===== src/design/pbc_pkg.sv =====
// package for the basic mode control low-bits block
// assumes a single 100 MHz clock domain and a register port with write strobe and 16-bit data
package pbc_pkg;
   localparam logic [4:0] BASIC_MODE_CONTROL_OFS = 5'h00;
   localparam int ISOLATE_BIT = 10;
   localparam int RESTART_BIT = 9;
   localparam int DUPLEX_BIT = 8;
   localparam int COLTEST_BIT = 7;
   localparam int ANEG_EN_BIT = 12;
   localparam logic [4:0] ISOLATE_ADDR = 5'h00;
   localparam logic RESTART_RST = 1'b0;
   localparam logic COLTEST_RST = 1'b0;
   localparam logic ISOLATE_RST = 1'b1;
   localparam logic DUPLEX_RST = 1'b0;
   localparam logic [6:0] RESERVED_READ = 7'h00;
   // clock period in ns and bit time at 10 Mb/s (slowest rate) in ns
   localparam int CLK_NS = 10;
   localparam int BIT_TIME_NS = 100;
   // collision test limits in bit times
   localparam int COL_ON_BT = 512;
   localparam int COL_OFF_BT = 4;
   // on-delay is a longest time: round down
   localparam int COL_ON_CYC = (COL_ON_BT * BIT_TIME_NS) / CLK_NS;
   localparam int COL_OFF_CYC = (COL_OFF_BT * BIT_TIME_NS) / CLK_NS;
   // delay actually used before raising collision in test mode
   localparam int COL_TEST_DLY = 4;
   typedef enum logic [2:0] {
      AN_IDLE = 3'h1,
      AN_PEND = 3'h2,
      AN_RUN = 3'h4
   } pbc_an_t;
endpackage : pbc_pkg


===== src/design/pbc_mii_if.sv =====
// interface carrying the isolate and collision test mode signals from the control to the isolate gate
// assumes the control module drives both mode signals and the gate only reads them
`timescale 1ns/1ps
interface pbc_mii_if;
   logic isolate;
   logic col_test;
   modport ctrl (output isolate, output col_test);
   modport gate (input isolate, input col_test);
endinterface : pbc_mii_if


===== src/design/pbc_basic_control.sv =====
// basic mode control register, bits 10 down to 0, with isolate and collision test
// assumes a simple register port (write strobe, read data registered) from the management block
// Summary of operation
// While isolate is one the transmit inputs are ignored and mii outputs are released.
// Isolate resets to one when the sampled phy address is zero, else to zero.
// Writing one to restart starts negotiation, reads one until it starts, then self-clears.
// With negotiation disabled the restart bit has no effect.
// Clearing restart by software does not disturb a running negotiation.
// Duplex bit picks full when one and half when zero, only with negotiation off.
// Duplex loads from the two negotiation straps at reset and stays writable.
// With collision test on, collision rises within 512 bit times of transmit enable.
// With collision test on, collision falls within 4 bit times of enable falling.
// Bits 6 to 0 ignore writes and read as zero.
// With negotiation enabled, manual duplex and speed are ignored.
// Strap defaults are captured once as reset releases and then held.
`timescale 1ns/1ps
module pbc_basic_control
   import pbc_pkg::*;
(
   input wire logic CLK,
   input wire logic RST,
   input wire logic REG_WR,
   input wire logic REG_RD,
   input wire logic [4:0] REG_ADDR,
   input wire logic [15:0] REG_WDATA,
   input wire logic ANEG_ENABLE,
   input wire logic [4:0] PHY_ADDR,
   input wire logic NEGOTIATION_STRAP_A,
   input wire logic NEGOTIATION_STRAP_B,
   input wire logic ANEG_STARTED,
   input wire logic ANEG_DUPLEX,
   input wire logic TX_EN,
   input wire logic COL_CORE,
   input wire logic CRS_CORE,
   output logic [15:0] REG_RDATA,
   output logic ANEG_RESTART,
   output logic FULL_DUPLEX,
   output logic TX_EN_CORE,
   output logic COL,
   output logic CRS,
   output logic MII_OE,
   output logic ISOLATE
);
   logic isolate_r;
   logic restart_r;
   logic duplex_r;
   logic coltest_r;
   logic strap_done_r;
   logic wr_hit;
   logic rd_hit;
   logic restart_req;
   logic [15:0] rd_word;
   logic tx_en_g;
   pbc_an_t an_r;
   pbc_an_t an_nxt;
   pbc_mii_if mif();

   // only offset zero is decoded; every other offset reads back zero
   assign wr_hit = REG_WR && (REG_ADDR == BASIC_MODE_CONTROL_OFS);
   assign rd_hit = REG_RD && (REG_ADDR == BASIC_MODE_CONTROL_OFS);
   // a restart request only counts while negotiation is enabled
   assign restart_req = wr_hit && REG_WDATA[RESTART_BIT] && ANEG_ENABLE;
   assign mif.isolate = isolate_r;
   assign mif.col_test = coltest_r;

   pbc_mii_gate u_gate (
      .clk(CLK),
      .rst(RST),
      .tx_en_pin(TX_EN),
      .col_core(COL_CORE),
      .crs_core(CRS_CORE),
      .col_gated(COL),
      .crs_gated(CRS),
      .mii_oe(MII_OE),
      .tx_en_gated(tx_en_g),
      .mif(mif)
   );

   // one-shot strap capture flag
   // capture waits one cycle past reset so the strap pins are read after release
   always_ff @(posedge CLK) begin
      if (RST) begin
         strap_done_r <= 1'b0;
      end else begin
         strap_done_r <= 1'b1;
      end
   end

   // isolate default from address
   always_ff @(posedge CLK) begin
      if (RST) begin
         isolate_r <= ISOLATE_RST;
      end else if (!strap_done_r) begin
         isolate_r <= (PHY_ADDR == ISOLATE_ADDR);
      end else if (wr_hit) begin
         isolate_r <= REG_WDATA[ISOLATE_BIT];
      end
   end

   // duplex from straps, then writable
   always_ff @(posedge CLK) begin
      if (RST) begin
         duplex_r <= DUPLEX_RST;
      end else if (!strap_done_r) begin
         duplex_r <= NEGOTIATION_STRAP_A | NEGOTIATION_STRAP_B;
      end else if (wr_hit) begin
         duplex_r <= REG_WDATA[DUPLEX_BIT];
      end
   end

   // collision test enable, used by the gate
   always_ff @(posedge CLK) begin
      if (RST) begin
         coltest_r <= COLTEST_RST;
      end else if (wr_hit) begin
         coltest_r <= REG_WDATA[COLTEST_BIT];
      end
   end

   // negotiation request sequencer; restart bit mirrors the pending state
   always_comb begin
      an_nxt = an_r;
      case (an_r)
         AN_IDLE: begin
            // ignored when negotiation off
            if (restart_req) begin
               an_nxt = AN_PEND;
            end
         end
         AN_PEND: begin
            // a pending request is dropped when negotiation is switched off
            if (!ANEG_ENABLE) begin
               an_nxt = AN_IDLE;
            end else if (ANEG_STARTED) begin
               an_nxt = AN_RUN;
            end
         end
         AN_RUN: begin
            // software clear cannot abort; a new request in this cycle must not be lost
            if (restart_req) begin
               an_nxt = AN_PEND;
            end else begin
               an_nxt = AN_IDLE;
            end
         end
         default: begin
            an_nxt = AN_IDLE;
         end
      endcase
   end

   always_ff @(posedge CLK) begin
      if (RST) begin
         an_r <= AN_IDLE;
      end else begin
         an_r <= an_nxt;
      end
   end

   // R3 reads one until negotiation starts
   always_ff @(posedge CLK) begin
      if (RST) begin
         restart_r <= RESTART_RST;
      end else begin
         restart_r <= (an_nxt == AN_PEND);
      end
   end

   // request to the negotiation engine, kept in step with the register bit
   always_ff @(posedge CLK) begin
      if (RST) begin
         ANEG_RESTART <= RESTART_RST;
      end else begin
         ANEG_RESTART <= (an_nxt == AN_PEND);
      end
   end

   // duplex resolution
   // registered so the mode pin never glitches while the enable changes
   always_ff @(posedge CLK) begin
      if (RST) begin
         FULL_DUPLEX <= 1'b0;
      end else begin
         FULL_DUPLEX <= ANEG_ENABLE ? ANEG_DUPLEX : duplex_r;
      end
   end

   // read word; upper and reserved bits are tied so software always sees zero there
   always_comb begin
      rd_word = 16'h0000;
      rd_word[ISOLATE_BIT] = isolate_r;
      rd_word[RESTART_BIT] = restart_r;
      rd_word[DUPLEX_BIT] = duplex_r;
      rd_word[COLTEST_BIT] = coltest_r;
      rd_word[6:0] = RESERVED_READ;
   end

   // reserved bits read zero
   always_ff @(posedge CLK) begin
      if (RST) begin
         REG_RDATA <= 16'h0000;
      end else if (rd_hit) begin
         REG_RDATA <= rd_word;
      end else begin
         REG_RDATA <= 16'h0000;
      end
   end

   // gated transmit enable toward the core
   always_ff @(posedge CLK) begin
      if (RST) begin
         TX_EN_CORE <= 1'b0;
      end else begin
         TX_EN_CORE <= tx_en_g;
      end
   end

   // isolate copy for the pins outside; starts high so nothing drives during reset
   always_ff @(posedge CLK) begin
      if (RST) begin
         ISOLATE <= ISOLATE_RST;
      end else begin
         ISOLATE <= isolate_r;
      end
   end
endmodule : pbc_basic_control


===== src/design/pbc_mii_gate.sv =====
// isolate gating and collision test generator on the mii
// assumes tx inputs are synchronous to CLK and output enables resolve the pins outside
`timescale 1ns/1ps
module pbc_mii_gate
   import pbc_pkg::*;
(
   input wire logic clk,
   input wire logic rst,
   input wire logic tx_en_pin,
   input wire logic col_core,
   input wire logic crs_core,
   output logic col_gated,
   output logic crs_gated,
   output logic mii_oe,
   output logic tx_en_gated,
   pbc_mii_if.gate mif
);
   logic [3:0] on_cnt_r;
   logic col_test_r;
   // ignore transmit inputs
   assign tx_en_gated = tx_en_pin & ~mif.isolate;
   // collision follows enable
   always_ff @(posedge clk) begin
      if (rst || !mif.col_test || !tx_en_gated) begin
         on_cnt_r <= 4'h0;
      end else if (on_cnt_r < 4'(COL_TEST_DLY)) begin
         on_cnt_r <= on_cnt_r + 4'h1;
      end
   end
   // drop collision one cycle after enable falls, well within 4 bit times
   always_ff @(posedge clk) begin
      if (rst) begin
         col_test_r <= 1'b0;
      end else begin
         col_test_r <= mif.col_test && tx_en_gated && (on_cnt_r >= 4'(COL_TEST_DLY - 1));
      end
   end
   // outputs released while isolated
   always_ff @(posedge clk) begin
      if (rst) begin
         col_gated <= 1'b0;
         crs_gated <= 1'b0;
         mii_oe <= 1'b0;
      end else begin
         col_gated <= (col_core | (col_test_r & tx_en_gated)) & ~mif.isolate;
         crs_gated <= crs_core & ~mif.isolate;
         mii_oe <= ~mif.isolate;
      end
   end
endmodule : pbc_mii_gate


===== config.mk =====
export PLATFORM = sky130hd
export DESIGN_NAME = pbc_basic_control
export DESIGN_NICKNAME = d
export VERILOG_FILES = /design/src/design/pbc_pkg.sv /design/src/design/pbc_mii_if.sv /design/src/design/pbc_basic_control.sv /design/src/design/pbc_mii_gate.sv
export SDC_FILE = /design/constraint.sdc
export NUM_CORES = 1
export LEC_CHECK = 0
export BUFFER_PORTS_ARGS = -buffer_cell sky130_fd_sc_hd__buf_2
export CORE_MARGIN = 2
export CORE_UTILIZATION = 43
export CTS_CLUSTER_SIZE = 24
export DETAILED_ROUTE_END_ITERATION = 16
export PLACE_DENSITY = 0.82
export SYNTH_ARGS = -nofsm -noshare
export SYNTH_HDL_FRONTEND = slang
export SYNTH_SLANG_ARGS = --single-unit

===== constraint.sdc =====
create_clock -name CLK -period 1.8 [get_ports CLK]
set_input_delay 0.09 -clock CLK [delete_from_list [all_inputs] [get_ports CLK]]
set_output_delay 0.09 -clock CLK [all_outputs]
set_load 0.005 [all_outputs]

==> flow_metrics.py, run 1 <==
metrics = {
    "synth": {
        "synth.top_cells.by_area": "dfxtp_1 (51%), buf_4 (9.9%), and2_1 (4.1%)",
        "synth-async-reset-ratio": 0,
        "synth.avg_cell_area_um2": 9.95,
        "synth_area_um2": 906,
        "synthCells": 91,
        "ys.flop_type": "dfxtp_1",
        "synth_edf_count": 0,
        "yosysTopAreaCellShare": 0.508,
        "seq_area_frac_synth": 0.508,
        "yosysUniqueCellTypes": 30,
        "synth.largest_area_cell": "dfxtp_1",
        "yosys_warnings": 0,
        "ys_ff_latch": 23,
    },
    "critical_path": {
        "r2r-end": "ANEG_RESTART",
        "cp.required_ns": 2.07,
        "r2r_slack_ns": 0.58,
        "path_max_fanout": 3,
        "setup.worst_path.start": "an_r[0]",
        "cp-start-kind": "flop",
        "cp.arrival_ns": 1.48,
        "reg2regPathDepth": 3,
        "end_kind": "flop",
        "crit_end": "ANEG_RESTART",
        "r2r-start": "an_r[0]",
        "path_class": "flop to flop",
    },
    "placement": {
        "dp.cells": 153,
        "placed_cell_area_mm2": 0.00107,
        "gp_congestion": 0.736,
        "dp.final_hpwl_um": 1310,
        "io_buffers": 36,
    },
    "finish": {
        "layout.nets": 172,
        "fillerInstances": 183,
        "seq_area_um2": 460,
        "drive_gt1_frac": 0.333,
        "area_growth_pct": 23.5,
        "multi_input_area_um2": 382,
        "n_antenna_cell": 0,
        "fin_area_mm2": 0.00112,
        "stdcell_count": 159,
    },
    "clocking": {
        "cts_tree": "done",
        "clockRootBuffer": "clkbuf_4",
        "clkSlewWorstSetupHoldPaths_ns": 0.12,
        "clock_sink_count": 23,
        "clk_latency_ns": 0.31,
        "cts_resized": 0,
        "cts_inserted_buffers": 3,
        "htree_levels": 1,
        "max-clock-path-buffers": 2,
    },
    "global_routing": {
        "grtUsageTotal": 0.136,
        "grt_pass1_wl_um": 2570,
        "grt_antenna_before_repair": 0,
        "grt_pass1_vias": 674,
        "grt_max_degree": 14,
        "grt-ovfl-total": 0,
    },
    "routing": {
        "wl_um": 1620,
        "drc": 0,
        "wl_per_cell_um": 10.2,
        "top_layer": "met4",
        "wl_met2_um": 686,
        "drt-met1-wl_um": 713,
        "vias_per_cell": 4.60,
        "dr.pass1.iters": 4,
        "drt_iter0_markers": 15,
        "antenna_left": 0,
        "met3_length_um": 169,
        "num_vias": 732,
    },
    "run": {
        "max-cap-violations": 0,
    },
    "die": {
        "die-area_mm2": 0.00249,
        "num_rows": 16,
        "num_io_pins": 61,
        "die_h_um": 49.9,
        "core_mm2": 0.00198,
        "initial_utilization": 0.457,
        "dieWidth_um": 49.9,
    },
    "timing": {
        "tns_ns": 0,
        "rsz0062_at_grt": "false",
        "fmax_mhz": 823,
        "period_share": 0.675,
        "slew_violations": 0,
        "clock_skew_ns": 0.00448,
        "finalCriticalPeriod_ns": 1.22,
        "hold_viol": 0,
        "setup_viol": 0,
    },
    "hold_path": {
        "worstHoldPathCells": 3,
        "hp-class": "input pin to flop",
    },
    "pwr": {
        "leakagePower_nw": 0.518,
        "powerDensity_mw_per_mm2": 747,
        "ir_worst_vdd_uv": 354,
    },
    "status": {
        "status": "complete, no violations",
    },
}
[state kept, by name (all words and copies together), names as in the netlist]
signal and cells:
strap_done_r 1, an_r 3, duplex_r 1, u_gate.crs_gated 1, coltest_r 1, REG_RDATA 4
FULL_DUPLEX 1, u_gate.on_cnt_r 4, ISOLATE 1, u_gate.col_gated 1, isolate_r 1, u_gate.mii_oe 1
u_gate.col_test_r 1, TX_EN_CORE 1, ANEG_RESTART 1
[cells by family (layout without fill, tap and decap cells)]
| logic type | count (synthesis) | in the layout | synth area share |
|---|---|---|---|
| other | 1 | 12 | 0.00414 |
| adders and majority gates | 1 | 1 | 0.0138 |
| buffers and inverters | 16 | 46 | 0.116 |
| muxes | 1 | 1 | 0.0111 |
| and+or+nand+nor | 32 | 32 | 0.220 |
| DFF | 23 | 23 | 0.508 |
| AOI/OAI and AO/OA | 15 | 15 | 0.108 |
| xor gates and xnor gates | 2 | 2 | 0.0193 |
[worst min path at each step]
stage,from,endpoint,slack (ns)
after floorplan,RST,duplex_r,0.15
final,ANEG_DUPLEX,FULL_DUPLEX,0.004
after CTS,TX_EN,TX_EN_CORE,0.006
after detailed placement,COL_CORE,u_gate.col_gated,0.31
after global placement,CRS_CORE,u_gate.crs_gated,0.29
after global routing,TX_EN,TX_EN_CORE,0.01
[worst max-delay path: stages (launching register included)]
cell and delay [ns]:
dfxtp_1 0.34, nor4bb_1 0.46, nor2b_1 0.24, o21a_1 0.13
[final cells by class]
type	instances	area share
Sequential cell	23	0.412
Multi-Input combinational cell	63	0.341
Timing Repair Buffer	38	0.179
Tap cell	27	0.0302
Clock buffer	3	0.0201
Inverter	4	0.0134
Clock inverter	1	0.00447
[cells in the final DEF, fill, tap and decap left out, drive strengths merged, types with 2 or more instances in the layout]
| master | synthesis | routed |
|---|---|---|
| dfxtp | 23 | 23 |
| xnor2 | 2 | 2 |
| buf | 12 | 36 |
| inv | 4 | 4 |
| nor2 | 10 | 10 |
| and2 | 6 | 6 |
| nor4 | 2 | 2 |
| o21ai | 4 | 4 |
| nand3 | 2 | 2 |
| nor3 | 3 | 3 |
| conb | 1 | 12 |
| a21oi | 5 | 5 |
| o21a | 2 | 2 |
| clkbuf | 0 | 3 |
| dlygate4sd3 | 0 | 2 |
[layer usage]
metal | global-route usage | up-vias
met5 | 0 | -
met4 | 0.0972 | 0
met3 | 0.0182 | 5
met2 | 0.244 | 45
met1 | 0.145 | 314
li1 | - | 368
[cells in the mapped netlist (all sizes together) (2+ instances only)]
master  instances
nor4            2
inv             4
nand3           2
o21a            2
o21ai           4
nor3            3
nor2           10
dfxtp          23
buf            12
and2            6
a21oi           5
xnor2           2
[repair_timing]
item	CTS	global route
buffers inserted	0	0
hold buffers	2	0
endpoints found under the hold margin	2	0
[power by group]
part,leakage (nW),internal (mW),switching [mW]
clock,0.0177,0.0831,0.149
combinational,0.313,0.0393,0.0384
sequential,0.187,0.521,0.00534
total,0.518,0.643,0.193
[through the flow]
step,setup WS [ns],util,hold WS (ns),total power [mW]
after floorplan,0.746,-,0.155,0.587
after global placement,0.613,0.540,0.294,0.609
after detailed placement,0.600,0.540,0.312,0.611
after CTS,0.615,0.564,0.00607,0.839
after global routing,0.500,0.564,0.0118,0.871
final,0.585,0.564,0.00383,0.836
Note: power is estimated with default switching activity, not from simulation.
==> run 2, diff against run 1 <==
--- a/config.mk
+++ b/config.mk
@@ -5,12 +5,14 @@
 export SDC_FILE = /design/constraint.sdc
 export NUM_CORES = 1
 export LEC_CHECK = 0
+export ABC_AREA = 1
 export BUFFER_PORTS_ARGS = -buffer_cell sky130_fd_sc_hd__buf_2
+export CORE_ASPECT_RATIO = 0.6
 export CORE_MARGIN = 2
-export CORE_UTILIZATION = 43
+export CORE_UTILIZATION = 37
 export CTS_CLUSTER_SIZE = 24
 export DETAILED_ROUTE_END_ITERATION = 16
-export PLACE_DENSITY = 0.82
+export PLACE_DENSITY = 0.74
 export SYNTH_ARGS = -nofsm -noshare
 export SYNTH_HDL_FRONTEND = slang
 export SYNTH_SLANG_ARGS = --single-unit
==> constraint.sdc (replaced) <==
create_clock -name CLK -period 1.1 [get_ports CLK]
set_input_delay 0.055 -clock CLK [delete_from_list [all_inputs] [get_ports CLK]]
set_output_delay 0.055 -clock CLK [all_outputs]
set_load 0.005 [all_outputs]
==> run 2 against run 1 <==
  * Sequential power rose by 63%
  * Hold slack gained 0.0059 ns
  * Global-route usage shrank 1.1 points
==> flow_metrics.py, run 2 <==
metrics = {
    "status": {
        "status": "complete, no violations",
    },
    "pwr": {
        "powerDensity_mw_per_mm2": 1290,
        "combPwrFrac": 0.085,
        "p_sw_frac": 0.232,
        "leakagePower_nw": 0.604,
        "ir_worst_vdd_uv": 524,
        "p_int_mw": 1.16,
        "clockPowerShare": 0.347,
        "p_switching_mw": 0.351,
        "power_frac_seq": 0.567,
    },
    "placement": {
        "place_ws_ns": 0.150,
        "gp_congestion": 0.765,
        "dp.cells": 185,
        "dp.final_hpwl_um": 1480,
        "io_buffers": 36,
    },
    "timing": {
        "setup_viol": 0,
        "clock_skew_ns": 0.00342,
        "finalCriticalPeriod_ns": 0.966,
        "fmax_mhz": 1040,
        "slew_violations": 0,
        "period_share": 0.878,
        "tns_ns": 0,
        "rsz0062_at_grt": "false",
        "hold_viol": 0,
        "fin_ws_ns": 0.134,
    },
    "routing": {
        "wl_um": 1860,
        "vias_per_cell": 4.17,
        "dr.pass1.iters": 4,
        "wl_per_cell_um": 9.79,
        "drc": 0,
        "antenna_left": 0,
        "drt_iter0_markers": 25,
        "num_vias": 793,
    },
    "critical_path": {
        "cp.required_ns": 1.30,
        "critPathBufInv": 2,
        "cp-start-kind": "flop",
        "cp.arrival_ns": 1.16,
        "path_class": "flop to flop",
        "path_max_fanout": 2,
        "cp_slowest_stage_delay_ns": 0.34,
        "slowest_stage": "dfxtp_1",
        "cp_cell_sequence": "inv_1 -> nand2_1 -> nand3b_1 -> inv_1 -> nand3_1 -> a21oi_1",
        "crit_top_cell": "inv_1",
        "path_delay_family": "flip-flops",
        "end_kind": "flop",
    },
    "synth": {
        "yosysUniqueCellTypes": 22,
        "synth.top_cells.by_area": "dfxtp_1 (49%), buf_4 (9.5%), nor2_1 (8.8%)",
        "synth-async-reset-ratio": 0,
        "synth.largest_area_cell": "dfxtp_1",
        "synth_edf_count": 0,
        "synthCells": 118,
        "synth_area_um2": 943,
        "synth_most_common_cell": "dfxtp_1",
        "yosys_warnings": 0,
        "seq_area_frac_synth": 0.488,
        "synth.avg_cell_area_um2": 7.99,
        "ys.flop_type": "dfxtp_1",
        "netlist_top_cells_count": "dfxtp_1 (23), nor2_1 (22), inv_1 (17)",
        "ys_ff_latch": 23,
        "yosysTopAreaCellShare": 0.488,
    },
    "die": {
        "initial_utilization": 0.382,
        "core_mm2": 0.00247,
        "die_h_um": 43.1,
        "dieWidth_um": 69.2,
        "die-area_mm2": 0.00298,
        "num_io_pins": 61,
        "num_rows": 14,
    },
    "finish": {
        "n_antenna_cell": 0,
        "area_growth_pct": 24.1,
        "layout.nets": 198,
        "drive_gt1_frac": 0.297,
        "fillerInstances": 240,
        "most-common-layout-cells": "buf_2 (36), dfxtp_1 (23), nor2_1 (22)",
        "stdcell_count": 190,
        "top_regs": "REG_RDATA x4, u_gate.on_cnt_r x4, an_r x3",
        "layout_commonest_cell": "buf_2",
    },
    "global_routing": {
        "grt_pass1_vias": 656,
        "grt_max_degree": 14,
        "grt_pass1_wl_um": 2860,
        "grtUsageTotal": 0.125,
        "grt-ovfl-total": 0,
        "grt_antenna_before_repair": 0,
    },
    "hold_path": {
        "hp-class": "input pin to flop",
    },
    "clocking": {
        "clock_sink_count": 23,
        "cts_inserted_buffers": 3,
        "cts_tree": "done",
        "max-clock-path-buffers": 2,
        "post_cts_buffers": 0,
        "clk_latency_ns": 0.27,
        "clockRootBuffer": "clkbuf_8",
        "htree_levels": 1,
        "clkSlewWorstSetupHoldPaths_ns": 0.08,
    },
    "run": {
        "max-cap-violations": 0,
    },
}
-- run 2: cell count changes in the layout (fill, tap and decap cells not counted), moves of 4 or more --
cell / before / now
inv_1: 4 / 17
nand3_1: 2 / 7
nor2_1: 10 / 22
nand2_1: 1 / 11
and2_1: 6 / 0
o21ai_0: 1 / 5
-- run 2: final timing paths --
check / startpoint / end / slack, ns / cells after the start
min reg2reg: ANEG_RESTART / REG_RDATA[9] / 0.43 / 2
max: an_r[2] / ANEG_RESTART / 0.13 / 6
max reg2reg: an_r[2] / ANEG_RESTART / 0.13 / 6
min: CRS_CORE / u_gate.crs_gated / 0.01 / 3
-- run 2: per-layer routing --
layer	GRT usage	routed length [um]	vias up
met2	0.194	812	37
met5	0	0	-
met3	0.0499	161	3
met4	0.0353	19	0
met1	0.163	867	330
li1	-	-	423
-- run 2: final cells by class --
class / instances / area (um2) / area share
multi-input cells: 76 / 367 / 0.313
repair buffers: 37 / 190 / 0.162
flip-flops and latches: 23 / 460 / 0.393
clock inverters: 1 / 5.00 / 0.00427
well taps: 32 / 40.0 / 0.0342
clock buffers: 3 / 41.3 / 0.0353
inverters: 18 / 67.6 / 0.0577
-- run 2: metrics by stage --
stage | cell area, um2 | utilization | power, mW | hold slack [ns]
global route | 1170 | 0.474 | 1.57 | 0.00779
floorplan | 985 | - | 0.967 | 0.124
CTS | 1160 | 0.470 | 1.52 | 0.00234
detailed placement | 1110 | 0.451 | 1.00 | 0.283
finish | 1170 | 0.474 | 1.51 | 0.00969
global placement | 1110 | 0.451 | 1.00 | 0.278
-- run 2: worst register-to-register path, cell delays in order (launching register included) --
cell      delay [ns]
dfxtp_1         0.34
inv_1           0.06
nand2_1         0.06
nand3b_1        0.10
inv_1           0.09
nand3_1         0.09
a21oi_1         0.16
-- run 2: power groups by stage --
stage	clock, mW	combinational, mW	sequential, mW
floorplan	0	0.0861	0.880
global placement	0	0.122	0.879
detailed placement	0	0.125	0.880
CTS	0.531	0.126	0.860
global route	0.565	0.148	0.862
finish	0.526	0.129	0.860
-- run 2: cell families after synthesis --
family | Yosys count | share of synthesized area
AND/OR/NAND/NOR | 49 | 0.240
buffers and inverters | 30 | 0.167
flip-flops | 23 | 0.488
AO/OA/AOI/OAI | 13 | 0.0782
XOR/XNOR | 1 | 0.00929
adder cells (fa/ha/maj) | 1 | 0.0133
other | 1 | 0.00397
-- run 2: timing repair --
| item | CTS | global route |
|---|---|---|
| endpoints found under the hold margin | 0 | 1 |
| hold buffers | 0 | 1 |
| gates resized for setup | 0 | 0 |
